`config.mk`:
```
export PLATFORM = sky130hd
export DESIGN_NAME = rcr_resolver
export DESIGN_NICKNAME = d
export VERILOG_FILES = /design/src/rcr_pkg.sv /design/src/rcr_timer.sv /design/src/rcr_sync.sv /design/src/rcr_resolver.sv
export SDC_FILE = /design/constraint.sdc
export NUM_CORES = 1
export LEC_CHECK = 0
export BUFFER_PORTS_ARGS = -buffer_cell sky130_fd_sc_hd__buf_4
export CORE_MARGIN = 3
export CORE_UTILIZATION = 62
export CTS_CLUSTER_DIAMETER = 80
export DETAILED_ROUTE_END_ITERATION = 7
export PLACE_DENSITY = 0.81
export SYNTH_ARGS = -nofsm -noshare
export SYNTH_HDL_FRONTEND = slang
export SYNTH_SLANG_ARGS = --single-unit
```
`constraint.sdc`:
```
create_clock -name sys_clk_in -period 3.53 [get_ports sys_clk_in]
set_input_delay 0.706 -clock sys_clk_in [delete_from_list [all_inputs] [get_ports sys_clk_in]]
set_output_delay 0.706 -clock sys_clk_in [all_outputs]
set_load 0.1 [all_outputs]
```
`src/rcr_pkg.sv`:
```
package rcr_pkg;

  // Clock rate and documented timeouts.
  localparam int unsigned CLK_HZ          = 25000000;
  localparam int unsigned OVERRIDE_SEC    = 4;
  localparam int unsigned ENTRY_TMO_SEC   = 4;
  localparam int unsigned ACK_TMO_SEC     = 4;
  localparam int unsigned OVERRIDE_CYC    = OVERRIDE_SEC * CLK_HZ;
  localparam int unsigned ENTRY_TMO_CYC   = ENTRY_TMO_SEC * CLK_HZ;
  localparam int unsigned ACK_TMO_CYC     = ACK_TMO_SEC * CLK_HZ;

  // Fields of the reset control byte, and the counter width.
  localparam int unsigned RSTCTL_PWRCYC_BIT = 3;
  localparam int unsigned RSTCTL_W          = 8;
  localparam int unsigned CNT_W             = 32;

  // Sleep state codes.
  localparam logic [2:0] SLP_S0 = 3'h0;
  localparam logic [2:0] SLP_S3 = 3'h3;
  localparam logic [2:0] SLP_S4 = 3'h4;
  localparam logic [2:0] SLP_S5 = 3'h5;

  // Reset outcomes, least to most severe.
  typedef enum logic [2:0] {
    RCR_NONE,
    RCR_HOST_WARM,
    RCR_HOST_COLD,
    RCR_STRAIGHT_S5,
    RCR_GLOBAL
  } rcr_kind_e;

  // Sequencer states.
  typedef enum logic [2:0] {
    RCR_IDLE,
    RCR_WARN,
    RCR_RESET,
    RCR_OFF_WAIT,
    RCR_DONE
  } rcr_state_e;

endpackage

```
`src/rcr_timer.sv`:
```
`timescale 1ns/1ps

// Up counter from zero that pulses once when the count reaches the limit.
module rcr_timer (
  input  wire logic        sys_clk_in,
  input  wire logic        reset_n_in,
  input  wire logic        run_in,
  input  wire logic [31:0] limit_in,
  output logic             expire_out
);

  logic [31:0] count_r;
  logic        fired_r;

  // =======================================================
  // Counting
  // Dropping run clears the count, so each start measures afresh.
  always_ff @(posedge sys_clk_in or negedge reset_n_in) begin
    if (!reset_n_in) begin
      count_r <= 32'h0;
      fired_r <= 1'b0;
    end else if (!run_in) begin
      count_r <= 32'h0;
      fired_r <= 1'b0;
    end else if (!fired_r) begin
      count_r <= count_r + 32'h1;
      fired_r <= (count_r + 32'h1) >= limit_in;
    end
  end

  // The pulse appears on the cycle the limit is first reached.
  assign expire_out = run_in && !fired_r && ((count_r + 32'h1) >= limit_in);

endmodule

```
`src/rcr_sync.sv`:
```
`timescale 1ns/1ps

// Two flip-flop synchroniser for a bundle of pin levels.
module rcr_sync #(
  parameter int unsigned W = 1
) (
  input  wire logic         sys_clk_in,
  input  wire logic         reset_n_in,
  input  wire logic [W-1:0] async_in,
  output logic      [W-1:0] sync_out
);

  logic [W-1:0] meta_r;

  // =======================================================
  // Double register
  // Only the second stage is visible outside.
  always_ff @(posedge sys_clk_in or negedge reset_n_in) begin
    if (!reset_n_in) begin
      meta_r   <= '0;
      sync_out <= '0;
    end else begin
      meta_r   <= async_in;
      sync_out <= meta_r;
    end
  end

endmodule

```
`src/rcr_resolver.sv`:
```
`timescale 1ns/1ps

module rcr_resolver #(
  parameter int unsigned OVERRIDE_CYC  = rcr_pkg::OVERRIDE_CYC,
  parameter int unsigned ENTRY_TMO_CYC = rcr_pkg::ENTRY_TMO_CYC,
  parameter int unsigned ACK_TMO_CYC   = rcr_pkg::ACK_TMO_CYC
) (
  input  wire logic       sys_clk_in,
  input  wire logic       reset_n_in,
  input  wire logic       power_button_n_in,
  input  wire logic       platform_power_good_in,
  input  wire logic       wake_event_in,
  input  wire logic [7:0] reset_control_reg_in,
  input  wire logic       global_reset_bit_in,
  input  wire logic       global_reset_promotion_enable_in,
  input  wire logic [2:0] sleep_state_in,
  input  wire logic       sw_entered_sleep_in,
  input  wire logic       shutdown_cycle_in,
  input  wire logic       me_host_warm_in,
  input  wire logic       me_host_cold_in,
  input  wire logic       me_override_in,
  input  wire logic       me_global_in,
  input  wire logic       me_host_pwrdown_in,
  input  wire logic       me_watchdog_in,
  input  wire logic       me_uncorr_err_in,
  input  wire logic       pm_watchdog_in,
  input  wire logic       warn_ack_in,
  input  wire logic       reset_seq_done_in,
  output logic            platform_reset_out,
  output logic            reset_warn_out,
  output logic            sleep_wells_off_out,
  output logic            global_reset_out,
  output logic            busy_out,
  output logic [2:0]      outcome_out
);

  // =======================================================
  // Pin synchronisation
  // Pins from outside pass two flops; request strobes are on-clock logic.
  logic [1:0] pins_sync;
  logic       button_held;
  logic       pwr_good;
  logic       pwr_good_seen_r;

  rcr_sync #(.W(2)) u_sync (
    .sys_clk_in (sys_clk_in),
    .reset_n_in (reset_n_in),
    .async_in   ({~power_button_n_in, platform_power_good_in}),
    .sync_out   (pins_sync)
  );

  assign button_held = pins_sync[1];
  assign pwr_good    = pins_sync[0];

  // =======================================================
  // Timers
  rcr_pkg::rcr_state_e state_r;
  rcr_pkg::rcr_state_e state_nxt;
  rcr_pkg::rcr_kind_e  kind_r;
  rcr_pkg::rcr_kind_e  req_kind;
  logic                skip_warn_r;
  logic                override_tmo;
  logic                entry_tmo;
  logic                ack_tmo;
  logic                stuck_low;

  // The override timer fires once per press, so a held button never retriggers.
  rcr_timer u_override (
    .sys_clk_in (sys_clk_in),
    .reset_n_in (reset_n_in),
    .run_in     (button_held),
    .limit_in   (OVERRIDE_CYC),
    .expire_out (override_tmo)
  );

  // Measures platform reset entry from the start of the reset phase.
  rcr_timer u_entry (
    .sys_clk_in (sys_clk_in),
    .reset_n_in (reset_n_in),
    .run_in     (state_r == rcr_pkg::RCR_RESET),
    .limit_in   (ENTRY_TMO_CYC),
    .expire_out (entry_tmo)
  );

  rcr_timer u_ack (
    .sys_clk_in (sys_clk_in),
    .reset_n_in (reset_n_in),
    .run_in     (state_r == rcr_pkg::RCR_WARN),
    .limit_in   (ACK_TMO_CYC),
    .expire_out (ack_tmo)
  );

  // Power good stuck low: seen high once, now missing in S0 while the sequencer is idle.
  always_ff @(posedge sys_clk_in or negedge reset_n_in) begin
    if (!reset_n_in) begin
      pwr_good_seen_r <= 1'b0;
    end else if (pwr_good) begin
      pwr_good_seen_r <= 1'b1;
    end else if (state_r == rcr_pkg::RCR_RESET) begin
      pwr_good_seen_r <= 1'b0;
    end
  end
  assign stuck_low = pwr_good_seen_r && !pwr_good && (sleep_state_in == rcr_pkg::SLP_S0)
                     && (state_r == rcr_pkg::RCR_IDLE);

  // =======================================================
  // Trigger resolution
  // Severity order is encoded in the enum, so the highest request wins.
  function automatic rcr_pkg::rcr_kind_e rcr_max(input rcr_pkg::rcr_kind_e a,
                                                 input rcr_pkg::rcr_kind_e b);
    rcr_max = (a > b) ? a : b;
  endfunction

  logic in_s45;
  logic in_s0;
  logic wd_any;
  logic cold_req;
  logic warm_req;

  assign in_s45   = (sleep_state_in == rcr_pkg::SLP_S4) || (sleep_state_in == rcr_pkg::SLP_S5);
  assign in_s0    = (sleep_state_in == rcr_pkg::SLP_S0);
  assign wd_any   = me_watchdog_in || pm_watchdog_in || me_uncorr_err_in;
  assign cold_req = (shutdown_cycle_in && !global_reset_bit_in
                     && reset_control_reg_in[rcr_pkg::RSTCTL_PWRCYC_BIT])
                    || me_host_cold_in || me_host_pwrdown_in;
  assign warm_req = (shutdown_cycle_in && !global_reset_bit_in
                     && !reset_control_reg_in[rcr_pkg::RSTCTL_PWRCYC_BIT])
                    || me_host_warm_in;

  always_comb begin
    req_kind = rcr_pkg::RCR_NONE;
    if (warm_req && !in_s45) begin
      req_kind = rcr_pkg::RCR_HOST_WARM;
    end
    if (cold_req) begin
      req_kind = rcr_max(req_kind, rcr_pkg::RCR_HOST_COLD);
    end
    if (override_tmo || me_override_in || (wd_any && !global_reset_promotion_enable_in)
        || (wd_any && !in_s0)) begin
      req_kind = rcr_max(req_kind, rcr_pkg::RCR_STRAIGHT_S5);
    end
    if ((shutdown_cycle_in && global_reset_bit_in) || me_global_in || stuck_low
        || (wd_any && global_reset_promotion_enable_in && in_s0)) begin
      req_kind = rcr_pkg::RCR_GLOBAL;
    end
  end

  // =======================================================
  // Sequencer
  // A global outcome may pre-empt any running sequence not already global; lesser ones are taken only in idle.
  always_comb begin
    state_nxt = state_r;
    case (state_r)
      rcr_pkg::RCR_IDLE: begin
        if (req_kind == rcr_pkg::RCR_GLOBAL || req_kind == rcr_pkg::RCR_STRAIGHT_S5) begin
          state_nxt = rcr_pkg::RCR_RESET;
        end else if (req_kind != rcr_pkg::RCR_NONE) begin
          state_nxt = (cold_req && in_s45 && sw_entered_sleep_in) ?
                      rcr_pkg::RCR_RESET : rcr_pkg::RCR_WARN;
        end
      end
      rcr_pkg::RCR_WARN: begin
        if (warn_ack_in || ack_tmo) begin
          state_nxt = rcr_pkg::RCR_RESET;
        end
      end
      rcr_pkg::RCR_RESET: begin
        if (entry_tmo) begin
          state_nxt = rcr_pkg::RCR_RESET;
        end else if (reset_seq_done_in) begin
          state_nxt = (kind_r == rcr_pkg::RCR_HOST_WARM || kind_r == rcr_pkg::RCR_GLOBAL) ?
                      rcr_pkg::RCR_DONE : rcr_pkg::RCR_OFF_WAIT;
        end
      end
      rcr_pkg::RCR_OFF_WAIT: begin
        if (wake_event_in || (kind_r == rcr_pkg::RCR_HOST_COLD && !skip_warn_r)) begin
          state_nxt = rcr_pkg::RCR_DONE;
        end
      end
      rcr_pkg::RCR_DONE: begin
        state_nxt = rcr_pkg::RCR_IDLE;
      end
      default: begin
        state_nxt = rcr_pkg::RCR_IDLE;
      end
    endcase
    if (req_kind == rcr_pkg::RCR_GLOBAL && kind_r != rcr_pkg::RCR_GLOBAL) begin
      state_nxt = rcr_pkg::RCR_RESET;
    end
  end

  always_ff @(posedge sys_clk_in or negedge reset_n_in) begin
    if (!reset_n_in) begin
      state_r <= rcr_pkg::RCR_IDLE;
    end else begin
      state_r <= state_nxt;
    end
  end

  // Outcome capture; timeouts escalate whatever was running to global.
  always_ff @(posedge sys_clk_in or negedge reset_n_in) begin
    if (!reset_n_in) begin
      kind_r      <= rcr_pkg::RCR_NONE;
      skip_warn_r <= 1'b0;
    end else if (ack_tmo || entry_tmo) begin
      kind_r <= rcr_pkg::RCR_GLOBAL;
    end else if (req_kind == rcr_pkg::RCR_GLOBAL) begin
      kind_r <= rcr_pkg::RCR_GLOBAL;
    end else if (state_r == rcr_pkg::RCR_IDLE && req_kind != rcr_pkg::RCR_NONE) begin
      kind_r      <= req_kind;
      // Power-down request is remembered so the off phase waits for wake.
      skip_warn_r <= me_host_pwrdown_in;
    end else if (state_r == rcr_pkg::RCR_DONE) begin
      kind_r      <= rcr_pkg::RCR_NONE;
      skip_warn_r <= 1'b0;
    end
  end

  // =======================================================
  // Outputs
  // Wells stay off in the off phase (cold, straight to S5) and in reset for straight to S5; global leaves them on.
  always_ff @(posedge sys_clk_in or negedge reset_n_in) begin
    if (!reset_n_in) begin
      platform_reset_out  <= 1'b0;
      reset_warn_out      <= 1'b0;
      sleep_wells_off_out <= 1'b0;
      global_reset_out    <= 1'b0;
      outcome_out         <= 3'h0;
    end else begin
      platform_reset_out  <= (state_nxt == rcr_pkg::RCR_RESET)
                             || (state_nxt == rcr_pkg::RCR_OFF_WAIT);
      reset_warn_out      <= (state_nxt == rcr_pkg::RCR_WARN);
      sleep_wells_off_out <= (state_nxt == rcr_pkg::RCR_OFF_WAIT)
                             || ((state_nxt == rcr_pkg::RCR_RESET)
                                 && (kind_r == rcr_pkg::RCR_STRAIGHT_S5
                                     || req_kind == rcr_pkg::RCR_STRAIGHT_S5));
      global_reset_out    <= (state_nxt == rcr_pkg::RCR_RESET)
                             && (kind_r == rcr_pkg::RCR_GLOBAL
                                 || req_kind == rcr_pkg::RCR_GLOBAL
                                 || ack_tmo || entry_tmo);
      outcome_out         <= 3'(kind_r);
    end
  end

  assign busy_out = (state_r != rcr_pkg::RCR_IDLE);

  // =======================================================
  // Assertions
  property p_global_no_warn;
    @(posedge sys_clk_in) disable iff (!reset_n_in)
      (state_r == rcr_pkg::RCR_IDLE && req_kind == rcr_pkg::RCR_GLOBAL)
      |=> (state_r == rcr_pkg::RCR_RESET) && !reset_warn_out;
  endproperty
  a_global_no_warn: assert property (p_global_no_warn)
    else $error("Global reset went through the warning phase.");

  property p_warm_dropped;
    @(posedge sys_clk_in) disable iff (!reset_n_in)
      (state_r == rcr_pkg::RCR_IDLE && warm_req && in_s45 && !cold_req
       && !wd_any && !me_override_in && !me_global_in && !shutdown_cycle_in
       && !override_tmo && !stuck_low) |=> (state_r == rcr_pkg::RCR_IDLE);
  endproperty
  a_warm_dropped: assert property (p_warm_dropped)
    else $error("Warm reset request accepted in S4 or S5.");

  property p_ack_timeout;
    @(posedge sys_clk_in) disable iff (!reset_n_in)
      (state_r == rcr_pkg::RCR_WARN && ack_tmo) |=> (kind_r == rcr_pkg::RCR_GLOBAL);
  endproperty
  a_ack_timeout: assert property (p_ack_timeout)
    else $error("Missing acknowledge did not escalate to global.");

  property p_promote;
    @(posedge sys_clk_in) disable iff (!reset_n_in)
      (wd_any && global_reset_promotion_enable_in && in_s0)
      |=> (kind_r == rcr_pkg::RCR_GLOBAL);
  endproperty
  a_promote: assert property (p_promote)
    else $error("Watchdog in S0 with promotion was not global.");

  property p_wd_s5;
    @(posedge sys_clk_in) disable iff (!reset_n_in)
      (state_r == rcr_pkg::RCR_IDLE && wd_any && !global_reset_promotion_enable_in)
      |=> (kind_r >= rcr_pkg::RCR_STRAIGHT_S5);
  endproperty
  a_wd_s5: assert property (p_wd_s5)
    else $error("Watchdog did not go straight to S5.");

  property p_me_global;
    @(posedge sys_clk_in) disable iff (!reset_n_in)
      me_global_in |=> (kind_r == rcr_pkg::RCR_GLOBAL);
  endproperty
  a_me_global: assert property (p_me_global)
    else $error("Engine global request not resolved as global.");

  property p_s5_wells;
    @(posedge sys_clk_in) disable iff (!reset_n_in)
      (state_r == rcr_pkg::RCR_OFF_WAIT && kind_r == rcr_pkg::RCR_STRAIGHT_S5)
      |-> sleep_wells_off_out && platform_reset_out;
  endproperty
  a_s5_wells: assert property (p_s5_wells)
    else $error("Wells on during straight to S5.");

  property p_shutdown_cold;
    @(posedge sys_clk_in) disable iff (!reset_n_in)
      (state_r == rcr_pkg::RCR_IDLE && shutdown_cycle_in && !global_reset_bit_in
       && reset_control_reg_in[rcr_pkg::RSTCTL_PWRCYC_BIT])
      |=> (kind_r >= rcr_pkg::RCR_HOST_COLD);
  endproperty
  a_shutdown_cold: assert property (p_shutdown_cold)
    else $error("Shutdown cycle with bit 3 set was not a cold reset.");

  c_global: cover property (@(posedge sys_clk_in) global_reset_out);
  c_warn_ack: cover property (@(posedge sys_clk_in) reset_warn_out ##1 warn_ack_in);
  c_off_wait: cover property (@(posedge sys_clk_in) state_r == rcr_pkg::RCR_OFF_WAIT);

endmodule

```
==> results of run 1 <==
==> cell families (layout without fill, tap and decap cells) <==
kind of cell	Yosys count	in the layout
compound gates	107	107
xor+xnor	98	98
fa+ha+maj	5	5
buf+inv	57	92
flops	118	118
mux	6	6
simple gates	421	421
==> flip-flops by register name, summed over array words and instances, names as in the netlist, 2 cells and up <==
register            flops
state_r                 3
outcome_out             3
u_ack.count_r          32
u_entry.count_r        32
u_sync.sync_out         2
u_override.count_r     32
kind_r                  3
u_sync.meta_r           2
==> repair_timing <==
action	4_1_cts	5_1_grt
setup buffers	0	0
endpoints found under the hold margin	0	0
endpoints found under the setup margin	0	5
resized for setup	0	6
==> critical path, cell delays in order, from the launching register on <==
cell and delay, ns:
dfrtp_1 0.52, nand4_4 0.17, or3_1 0.52, nor4_4 0.33, o2111ai_1 0.16, a22o_1 0.25
a311o_1 0.34, nor3b_4 0.17, a21o_1 0.22, a2111o_1 0.44, a21boi_1 0.15
==> layer usage <==
layer | share of wire (%) | vias to the layer above
li1 | - | 2926
met1 | 45 | 3010
met2 | 49 | 195
met3 | 4.5 | 35
met4 | 2.0 | 0
met5 | 0 | -
==> power by group through the flow <==
stage               Combinational, W  Clock (W)  Sequential [W]
floorplan                   0.000424          0         0.00174
global placement            0.000797          0         0.00155
detailed placement          0.000818          0         0.00155
CTS                         0.000832    0.00183         0.00154
global route                0.000885    0.00190         0.00155
finish                      0.000823    0.00180         0.00154
==> per-stage QoR <==
step                utilization [%]  setup WS [ns]  std cells  hold WS [ns]  area, sq um
floorplan                         -          0.409        812         0.331         7180
global placement               67.6          0.193        955         0.335         7490
detailed placement             67.6         0.0964        955         0.340         7490
CTS                            73.2         0.0567        987         0.352         8110
global route                   73.3       0.000906        987         0.365         8120
finish                         73.3          0.115        987         0.329         8120
==> layout by cell type, fill, tap and decap left out, types with 5 or more instances in the layout <==
cell type,count
and2_1,32
nor4_1,23
o21ai_0,24
clkbuf_16,17
buf_4,44
and4_1,5
a211oi_1,5
and3_1,16
inv_6,6
o31ai_1,5
nand3b_1,5
nor2_1,107
xnor2_1,56
inv_1,15
dfrtp_1,115
nor3_1,38
a21oi_1,19
nor3b_1,9
mux2i_1,5
nand4_1,28
o211ai_1,6
nand2_1,59
nor2b_1,10
xor2_1,42
or3_1,17
nand3_1,41
==> area by class of cell <==
class,count,share of cell area [%]
well taps,140,2.16
multi-input cells,637,48.8
clock inverters,15,2.37
inverters,15,0.694
flip-flops and latches,118,36.4
repair buffers,45,4.32
clock buffers,17,5.24
==> how the worst max path moves through the flow <==
stage,end,cells after the start
after floorplan,sleep_wells_off_out$_DFF_PN0_,12
after global placement,sleep_wells_off_out$_DFF_PN0_,11
after detailed placement,sleep_wells_off_out$_DFF_PN0_,11
after CTS,sleep_wells_off_out$_DFF_PN0_,11
after global routing,sleep_wells_off_out$_DFF_PN0_,10
final,sleep_wells_off_out$_DFF_PN0_,10
==> summary.txt, run 1 <==
Outcome
  • Outcome: finished clean

GRT
  • Vias in the first global route: 5940
  • Total global routing overflow: 0
  • M2 GR Usage: 43.2%
  • Total global-route track usage: 26.8%
  • Met1 usage: 35.4%
  • Largest net degree at the start of global routing: 65
  • GR Util met3: 5.25%
  • Most Crowded Layer GR: met2
  • Initial antenna violation count: 0
  • First-pass GRT wire length: 27.9 mm

Worst setup path
  • CP endpoint kind: flip-flop
  • Worst Reg-to-Reg Cells: 10
  • Critical Path RT: 3.82 ns
  • RR Endpoint: sleep_wells_off_out$_DFF_PN0_
  • Worst setup SP type: flip-flop
  • R2R setup slack: 0.12 ns
  • CP Class: flip-flop to flip-flop
  • Worst Path Max Fanout: 8
  • Worst r2r src: u_entry.count_r[10]$_DFFE_PN0P_
  • Crit path DAT: 3.70 ns
  • Setup crit start: u_entry.count_r[10]$_DFFE_PN0P_

Timing
  • Max_slew headroom: 46.8%
  • Worst Skew: 0.00652 ns
  • Endpoints failing setup: 0
  • Post-route setup TNS: 0 ns
  • Worst-margin pin slew: 0.798 ns
  • Post-route minimum period: 3.41 ns
  • Fmax achieved: 0.293 GHz
  • Period utilization: 96.7%
  • RSZ-0062 raised after global routing: no
  • Final hold vios: 0
  • Max-slew violation count: 0

Power
  • Power per cell area: 513 nW/um^2
  • Sw power: 0.00138 W
  • Int Pwr: 0.00278 W
  • Clock network power share: 43.3%
  • Combinational Power Share: 19.8%
  • Max VDD drop: 0.562 mV
  • Total power draw: 0.00416 W
  • Switching share of power: 33.1%
  • Leak pwr: 3.25 nW
  • Seq pwr share: 36.9%

Clock tree
  • Root buffer cell: clkbuf_16
  • Clock Pin Slew Worst Setup and Hold Paths: 0.06 ns
  • Longest Clk Path Bufs: 2
  • Clock sink total: 118
  • CTS tree: done
  • Clock latency reported for the late side of the worst-skew pair: 0.42 ns
  • Total clock buffers created by CTS: 17
  • CTS H-tree depth: 4
  • CTS Hold Bufs: 0

Worst hold path
  • Worst hold path class: primary input to asynchronous set/reset pin

Die
  • Initial Util: 64.8%
  • Io pins: 38
  • Die X: 114 um
  • Core Region: 11100 sq um
  • # rows: 38
  • Die Ht: 114 um
  • Die footprint: 12900 sq um

Detailed routing
  • Initial drt markers: 590
  • WL/cell: 16.5 um
  • Vias per cell: 6.25
  • Routed via count: 6166
  • Final wirelength: 16.3 mm
  • TritonRoute pass-1 iters: 6
  • Final ANT Viol Nets: 0
  • DRC: 0

Yosys
  • Post-synthesis sequential area ratio: 41.1%
  • Compound-Gate Fraction of Synth Area: 10.2%
  • Yosys reg bits: 118
  • Synth top area cells: dfrtp_1 (41%), xnor2_1 (6.8%), nor2_1 (5.6%), xor2_1 (5.1%), nand2_1 (3.1%)
  • Area share of fa/ha/maj cells after synthesis: 0.871%
  • Largest area contributor in the netlist: dfrtp_1
  • Syn_nets: 847
  • Synth cell types: 73
  • Synth Area in Simple Gates: 31.2%
  • Post-Synth XOR/XNOR Area: 12.0%
  • Post-synth top cells: dfrtp_1 (118), nor2_1 (108), nand2_1 (59), xnor2_1 (56), xor2_1 (42)
  • Synthesized instance count: 812
  • Largest family of logic cells by synthesized area: simple AND/OR/NAND/NOR gates
  • Mux contribution to synthesized area: 0.854%
  • Post-Syn Area: 7180 sq um
  • Count leader, synth: dfrtp_1
  • Yosys top cell area share: 41.1%
  • Post-synth top flop: dfrtp_1
  • Average cell area after synthesis: 8.84 sq um
  • YS warnings: 0
  • Ys async rst share: 100%
  • EDFF count, synth: 0

Run
  • Max Cap Viol: 0

Place
  • GP Congestion: 0.946
  • Buffers on Ports: 30
  • DP HPWL: 10.8 mm

Finish
  • Layout cells sized above 1: 11.6%
  • Inserted Diodes: 0
  • Final nets: 869
  • Layout area overhead: 13.1%
  • Filler instances: 828
  • Area of the multi-input gates: 3960 sq um
  • Sequential Area: 2960 sq um
Note: power is estimated with default switching activity, not from simulation.
==> run 2: changes to the inputs <==
ABC_AREA = 1   (was default)
PLACE_DENSITY = 0.8   (was 0.81)
==> run 2 against run 1 <==
Cell count up 34%. Utilization up 0.18 points. Combinational power up 9.6%. Hold slack worse by 0.022 ns. Register-to-register slack better by 0.45 ns. Critical path depth up 9. Sequential power about the same. Total power down 1.0%. Via count up 20%. Critical path type unchanged. Critical endpoint is now reset_warn_out$_DFF_PN0_. Highest routed layer unchanged.
==> summary.txt, run 2 <==
Outcome
  • Outcome: finished clean

Yosys
  • Synth Area in Simple Gates: 37.8%
  • Area share of fa/ha/maj cells after synthesis: 0.819%
  • Yosys reg bits: 118
  • EDFF count, synth: 0
  • Largest family of logic cells by synthesized area: simple AND/OR/NAND/NOR gates
  • Largest area contributor in the netlist: dfrtp_1
  • Post-synth top flop: dfrtp_1
  • Synth top area cells: dfrtp_1 (39%), nand2_1 (17%), nor2_1 (8.6%), inv_1 (6.5%), nand3_1 (4.8%)
  • Compound-Gate Fraction of Synth Area: 10.8%
  • YS warnings: 0
  • Post-synth top cells: nand2_1 (344), nor2_1 (174), inv_1 (133), dfrtp_1 (118), nand3_1 (73)
  • Count leader, synth: nand2_1
  • Post-Syn Area: 7640 sq um
  • Post-Synth XOR/XNOR Area: 4.13%
  • Post-synthesis sequential area ratio: 38.7%
  • Ys async rst share: 100%
  • Synth cell types: 39
  • Average cell area after synthesis: 6.78 sq um
  • Yosys top cell area share: 38.7%
  • Syn_nets: 1161
  • Mux contribution to synthesized area: 0%
  • Synthesized instance count: 1126

Place
  • DP HPWL: 14.3 mm
  • GP Congestion: 0.929
  • Buffers on Ports: 30
  • Placed cell count: 1287

Worst setup path
  • R2R setup slack: 0.57 ns
  • Crit-path leading delay family: simple AND/OR/NAND/NOR gates
  • Critical Path RT: 3.86 ns
  • Most used cell, CP: nand2_1
  • Worst Reg-to-Reg Cells: 19
  • Crit path DAT: 3.29 ns
  • CP endpoint kind: flip-flop
  • CP Depth: 19
  • RR Endpoint: reset_warn_out$_DFF_PN0_
  • Buffers plus inverters on the worst setup path: 2
  • Worst r2r src: u_entry.count_r[0]$_DFFE_PN0P_
  • CP max stage cell: ha_1
  • CP Class: flip-flop to flip-flop
  • CP max stage delay: 0.42 ns
  • Worst Path Max Fanout: 9
  • Crit-path cells: ha_1 > nand3_1 > inv_1 > nand2_1 > nor2_1 > nand2_1 > nand2_1 > nand2_1 > inv_1 > nand2_1 > nand3_1 > nand2_1 > nand3_1 > nand3_1 > nand2_1 > nand3_1 > nor2_1 > nand3_2 > nor2_1
  • Worst setup SP type: flip-flop
  • Setup crit start: u_entry.count_r[0]$_DFFE_PN0P_

Timing
  • Max_slew headroom: 32.5%
  • Endpoints failing setup: 0
  • Worst Skew: 0.00712 ns
  • Post-route minimum period: 2.96 ns
  • Max-slew violation count: 0
  • Final hold vios: 0
  • Period utilization: 83.9%
  • RSZ-0062 raised after global routing: no
  • Final hold slack: 0.307 ns
  • Worst-margin pin slew: 1.01 ns
  • Post-route setup TNS: 0 ns
  • Fmax achieved: 0.338 GHz

Finish
  • Layout cells sized above 1: 10.0%
  • Final nets: 1198
  • Commonest non-fill, non-tap cell in the layout: nand2_1
  • Layout area overhead: 12.7%
  • Most frequent cells in the layout: nand2_1 (344), nor2_1 (174), inv_1 (133), dfrtp_1 (118), nand3_1 (73)
  • Final Non-Filler Cells: 1319
  • Top Registers: u_ack.count_r (32), u_entry.count_r (32), u_override.count_r (32)
  • Inserted Diodes: 0

GRT
  • GR Util met3: 6.79%
  • First-pass GRT wire length: 32.0 mm
  • Most Crowded Layer GR: met2
  • M2 GR Usage: 48.6%
  • Total global routing overflow: 0
  • Met1 usage: 40.9%
  • Vias in the first global route: 6719
  • Initial antenna violation count: 0
  • Total global-route track usage: 30.1%
  • Largest net degree at the start of global routing: 56

Clock tree
  • CTS Hold Bufs: 0
  • Root buffer cell: clkbuf_16
  • Longest Clk Path Bufs: 2
  • CTS tree: done
  • Clock Pin Slew Worst Setup and Hold Paths: 0.05 ns
  • Resized Gates After CTS: 0
  • Clock latency reported for the late side of the worst-skew pair: 0.42 ns
  • Setup bufs post-CTS: 0
  • CTS H-tree depth: 4
  • Clock sink total: 118
  • Total clock buffers created by CTS: 17

Power
  • Leak pwr: 3.72 nW
  • Power per cell area: 479 nW/um^2
  • Max VDD drop: 0.434 mV

Detailed routing
  • WL/cell: 14.9 um
  • Vias per cell: 5.60
  • Initial drt markers: 727
  • Final wirelength: 19.6 mm
  • Final ANT Viol Nets: 0
  • DRC: 0
  • Routed via count: 7380
  • TritonRoute pass-1 iters: 5

Die
  • Io pins: 38
  • # rows: 39
  • Die footprint: 13700 sq um
  • Core Region: 11700 sq um
  • Die Ht: 117 um
  • Initial Util: 65.2%
  • Die X: 117 um

Run
  • Max Cap Viol: 0

Worst hold path
  • Worst hold path class: primary input to asynchronous set/reset pin
==> run 2: cell count changes after synthesis, sizes merged, moves of 34 or more <==
cell | previous run | this run
and2 | 34 | 0
inv | 15 | 140
nand2 | 59 | 356
nand3 | 41 | 77
nor2 | 108 | 197
o22ai | 4 | 53
xnor2 | 56 | 4
==> run 2: worst max-delay path by stage <==
| stage | endpoint |
|---|---|
| floorplan | global_reset_out$_DFF_PN0_ |
| global placement | reset_warn_out$_DFF_PN0_ |
| detailed placement | global_reset_out$_DFF_PN0_ |
| CTS | reset_warn_out$_DFF_PN0_ |
| global route | reset_warn_out$_DFF_PN0_ |
| finish | reset_warn_out$_DFF_PN0_ |
==> run 2: logic make-up (layout without fill, tap and decap cells) <==
family | count (synthesis) | after routing
AND/OR/NAND/NOR | 670 | 670
XOR/XNOR | 36 | 36
AO/OA/AOI/OAI | 139 | 139
flip-flops | 118 | 118
adder cells (fa/ha/maj) | 5 | 5
buffers and inverters | 158 | 208
==> run 2: where the power goes <==
part | switching [W] | internal [W]
Clock | 0.000614 | 0.00109
Combinational | 0.000692 | 0.000210
Sequential | 0.0000748 | 0.00144
Total | 0.00138 | 0.00274
==> run 2: metrics by stage <==
| stage | cell area, sq um | util, % | power (W) | worst slack, ns |
|---|---|---|---|---|
| global route | 8600 | 73.5 | 0.00429 | 0.269 |
| global placement | 8030 | 68.5 | 0.00241 | 0.766 |
| finish | 8600 | 73.5 | 0.00412 | 0.568 |
| floorplan | 7640 | - | 0.00217 | 1.28 |
| detailed placement | 8030 | 68.5 | 0.00243 | 0.737 |
| CTS | 8600 | 73.5 | 0.00413 | 0.628 |
==> run 2: final cells by class <==
type	count	area (sq um)
timing repair buffer	35	275
inverter	141	529
fill	978	3110
clock buffer	23	478
tap	143	179
sequential	118	2950
multi-input combinational	850	4090
clock inverter	9	100
==> run 2: per-layer routing <==
layer / up-vias / part of all wire [%] / routed length [um]
met3: 35 / 6.7 / 1310
met1: 3402 / 46 / 8940
met4: 0 / 2.0 / 396
met5: - / 0 / 0
li1: 3686 / - / -
met2: 257 / 46 / 8950
==> run 3: changes to the inputs <==
clock period = 3 ns   (was 3.53 ns; I/O delays follow)
==> run 3 against run 2 <==
Sequential power increased by 17%. Clock power up 29%. Clock-buffer cell count is the same. Utilization grew 0.99 points. Total power is 23% higher. Final area rose by 1.4%. Cell count up 0.38%. Setup slack worse by 0.31 ns. Sequential cell count did not move.
==> summary.txt, run 3 (synthesized netlist as in run 2, its figures left out) <==
Timing
  • Fmax achieved: 0.364 GHz
  • Worst Skew: 0.00785 ns
  • Worst-margin pin slew: 1.00 ns
  • Max_slew headroom: 33.1%
  • Max-slew violation count: 0
  • Post-route minimum period: 2.74 ns
  • Period utilization: 91.5%
  • Final hold vios: 0
  • Endpoints failing setup: 0
  • RSZ-0062 raised after global routing: yes

Worst hold path
  • Worst hold path class: primary input to asynchronous set/reset pin

Power
  • Max VDD drop: 0.500 mV
  • Leak pwr: 3.79 nW
  • Power per cell area: 581 nW/um^2
  • Int Pwr: 0.00344 W
  • Combinational Power Share: 21.4%
  • Sw power: 0.00162 W
  • Clock network power share: 43.4%
  • Switching share of power: 32.0%
  • Seq pwr share: 35.1%

Outcome
  • Outcome: finished clean

Finish
  • Commonest non-fill, non-tap cell in the layout: nand2_1
  • Layout area overhead: 14.2%
  • Top Registers: u_ack.count_r (32), u_entry.count_r (32), u_override.count_r (32)
  • Layout cells sized above 1: 10.8%
  • Post-route cell area: 8720 sq um
  • Final nets: 1203
  • Filler instances: 946
  • Core Util, Final: 74.5%
  • Most frequent cells in the layout: nand2_1 (344), nor2_1 (173), inv_1 (133), dfrtp_1 (117), nand3_1 (73)
  • Inserted Diodes: 0

Die
  • Die footprint: 13700 sq um
  • Initial Util: 65.2%
  • Die X: 117 um
  • Die Ht: 117 um
  • # rows: 39
  • Io pins: 38
  • Core Region: 11700 sq um

Place
  • Buffers on Ports: 30
  • Placed instance area: 8060 sq um
  • GP Congestion: 0.929
  • DP HPWL: 14.4 mm

Clock tree
  • Longest Clk Path Bufs: 2
  • CTS tree: done
  • Clock sink total: 118
  • CTS H-tree depth: 4
  • CTS Hold Bufs: 0
  • Clock Pin Slew Worst Setup and Hold Paths: 0.05 ns
  • Root buffer cell: clkbuf_16
  • Resized Gates After CTS: 0
  • Total clock buffers created by CTS: 17
  • Clock latency reported for the late side of the worst-skew pair: 0.43 ns
  • Setup bufs post-CTS: 0

GRT
  • Largest net degree at the start of global routing: 52
  • First-pass GRT wire length: 32.6 mm
  • Vias in the first global route: 6908
  • Initial antenna violation count: 0
  • Total global routing overflow: 0
  • Total global-route track usage: 30.5%

Detailed routing
  • Vias per cell: 5.65
  • TritonRoute pass-1 iters: 6
  • DRC: 0
  • Routed via count: 7477
  • WL/cell: 14.9 um
  • Final ANT Viol Nets: 0
  • Final wirelength: 19.7 mm
  • Initial drt markers: 709

Worst setup path
  • Crit-path cells: ha_1 > nand2_2 > nor2_8 > nand3_2 > o21ai_1 > nand2_1 > nor2_1 > nand2_1 > nor2_1 > nand3_1 > nand3_2 > a21oi_4 > nand3_2 > nand2_2 > nand2_2 > nand2_1 > nand2_1 > o21ai_1
  • Critical Path RT: 3.31 ns
  • Buffers plus inverters on the worst setup path: 0
  • CP max stage delay: 0.43 ns
  • Worst Path Max Fanout: 5
  • Most used cell, CP: nand2_1
  • Worst setup SP type: flip-flop
  • CP endpoint kind: flip-flop
  • Crit-path leading delay family: simple AND/OR/NAND/NOR gates
  • CP max stage cell: dfrtp_1
  • Crit path DAT: 3.05 ns
  • CP Class: flip-flop to flip-flop

Run
  • Max Cap Viol: 0
run 3: changes by cell type in the layout (fill, tap and decap cells not counted):
cell	before	now
nor3_1	15	14
dfrtp_2	0	1
buf_4	34	39
nor2_1	174	173
clkbuf_1	3	1
nor3_2	3	4
bufinv_16	2	4
nor2_4	5	6
clkinvlp_4	2	0
dfrtp_1	118	117
clkbuf_8	3	5
run 3: metrics by stage:
| step | power [W] | setup TNS [ns] | hold slack, ns | setup WS (ns) | std cells |
|---|---|---|---|---|---|
| 2_1_floorplan | 0.00255 | 0 | 0.304 | 0.752 | 1126 |
| 3_3_place_gp | 0.00285 | 0 | 0.332 | 0.345 | 1292 |
| 3_5_place_dp | 0.00286 | 0 | 0.343 | 0.321 | 1292 |
| 4_1_cts | 0.00507 | 0 | 0.207 | 0.282 | 1324 |
| 5_1_grt | 0.00526 | -0.00454 | 0.230 | -0.00454 | 1324 |
| 6_report | 0.00506 | 0 | 0.187 | 0.256 | 1324 |
run 3: layout make-up:
| type | count | area, sq um | share of cell area, % |
|---|---|---|---|
| well taps | 143 | 179 | 2.05 |
| inverters | 141 | 529 | 6.07 |
| repair buffers | 40 | 313 | 3.59 |
| multi-input cells | 850 | 4100 | 47.0 |
| clock buffers | 23 | 498 | 5.71 |
| flip-flops and latches | 118 | 2950 | 33.9 |
| clock inverters | 9 | 145 | 1.66 |
run 3: routing by layer:
layer	global-route usage (%)	vias to the layer above	wire [um]
met2	48.6	296	9050
met4	10.8	0	438
met1	41.4	3436	8850
li1	-	3706	-
met3	6.58	39	1400
met5	0	-	0
run 3: worst paths after layout:
| path | slack, ns | to | start | cells past startpoint |
|---|---|---|---|---|
| setup / recovery | 0.26 | skip_warn_r$_DFFE_PN0P_ | u_override.count_r[0]$_DFFE_PN0P_ | 18 |
| hold / removal | 0.19 | u_entry.count_r[2]$_DFFE_PN0P_ | reset_n_in | 1 |
| setup reg to reg | 0.26 | skip_warn_r$_DFFE_PN0P_ | u_override.count_r[0]$_DFFE_PN0P_ | 18 |
| hold reg to reg | 0.36 | u_sync.sync_out[0]$_DFF_PN0_ | u_sync.meta_r[0]$_DFF_PN0_ | 0 |
| max in group asynchronous | 2.09 | u_ack.count_r[27]$_DFFE_PN0P_ | reset_n_in | 2 |
| min in group sys_clk_in | 0.28 | u_sync.meta_r[0]$_DFF_PN0_ | platform_power_good_in | 1 |
run 3: power by group through the flow:
stage | Sequential, W | Clock (W) | Combinational (W)
2_1_floorplan | 0.00205 | 0 | 0.000501
3_3_place_gp | 0.00180 | 0 | 0.00105
3_5_place_dp | 0.00180 | 0 | 0.00106
4_1_cts | 0.00178 | 0.00222 | 0.00107
5_1_grt | 0.00179 | 0.00230 | 0.00116
6_report | 0.00178 | 0.00220 | 0.00108
run 3: worst reg2reg max path, delay by kind of cell (launching register included):
family	cells	cell delay, ns
and+or+nand+nor	14	1.66
DFF	1	0.43
adders and majority gates	1	0.22
AOI/OAI and AO/OA	3	0.35
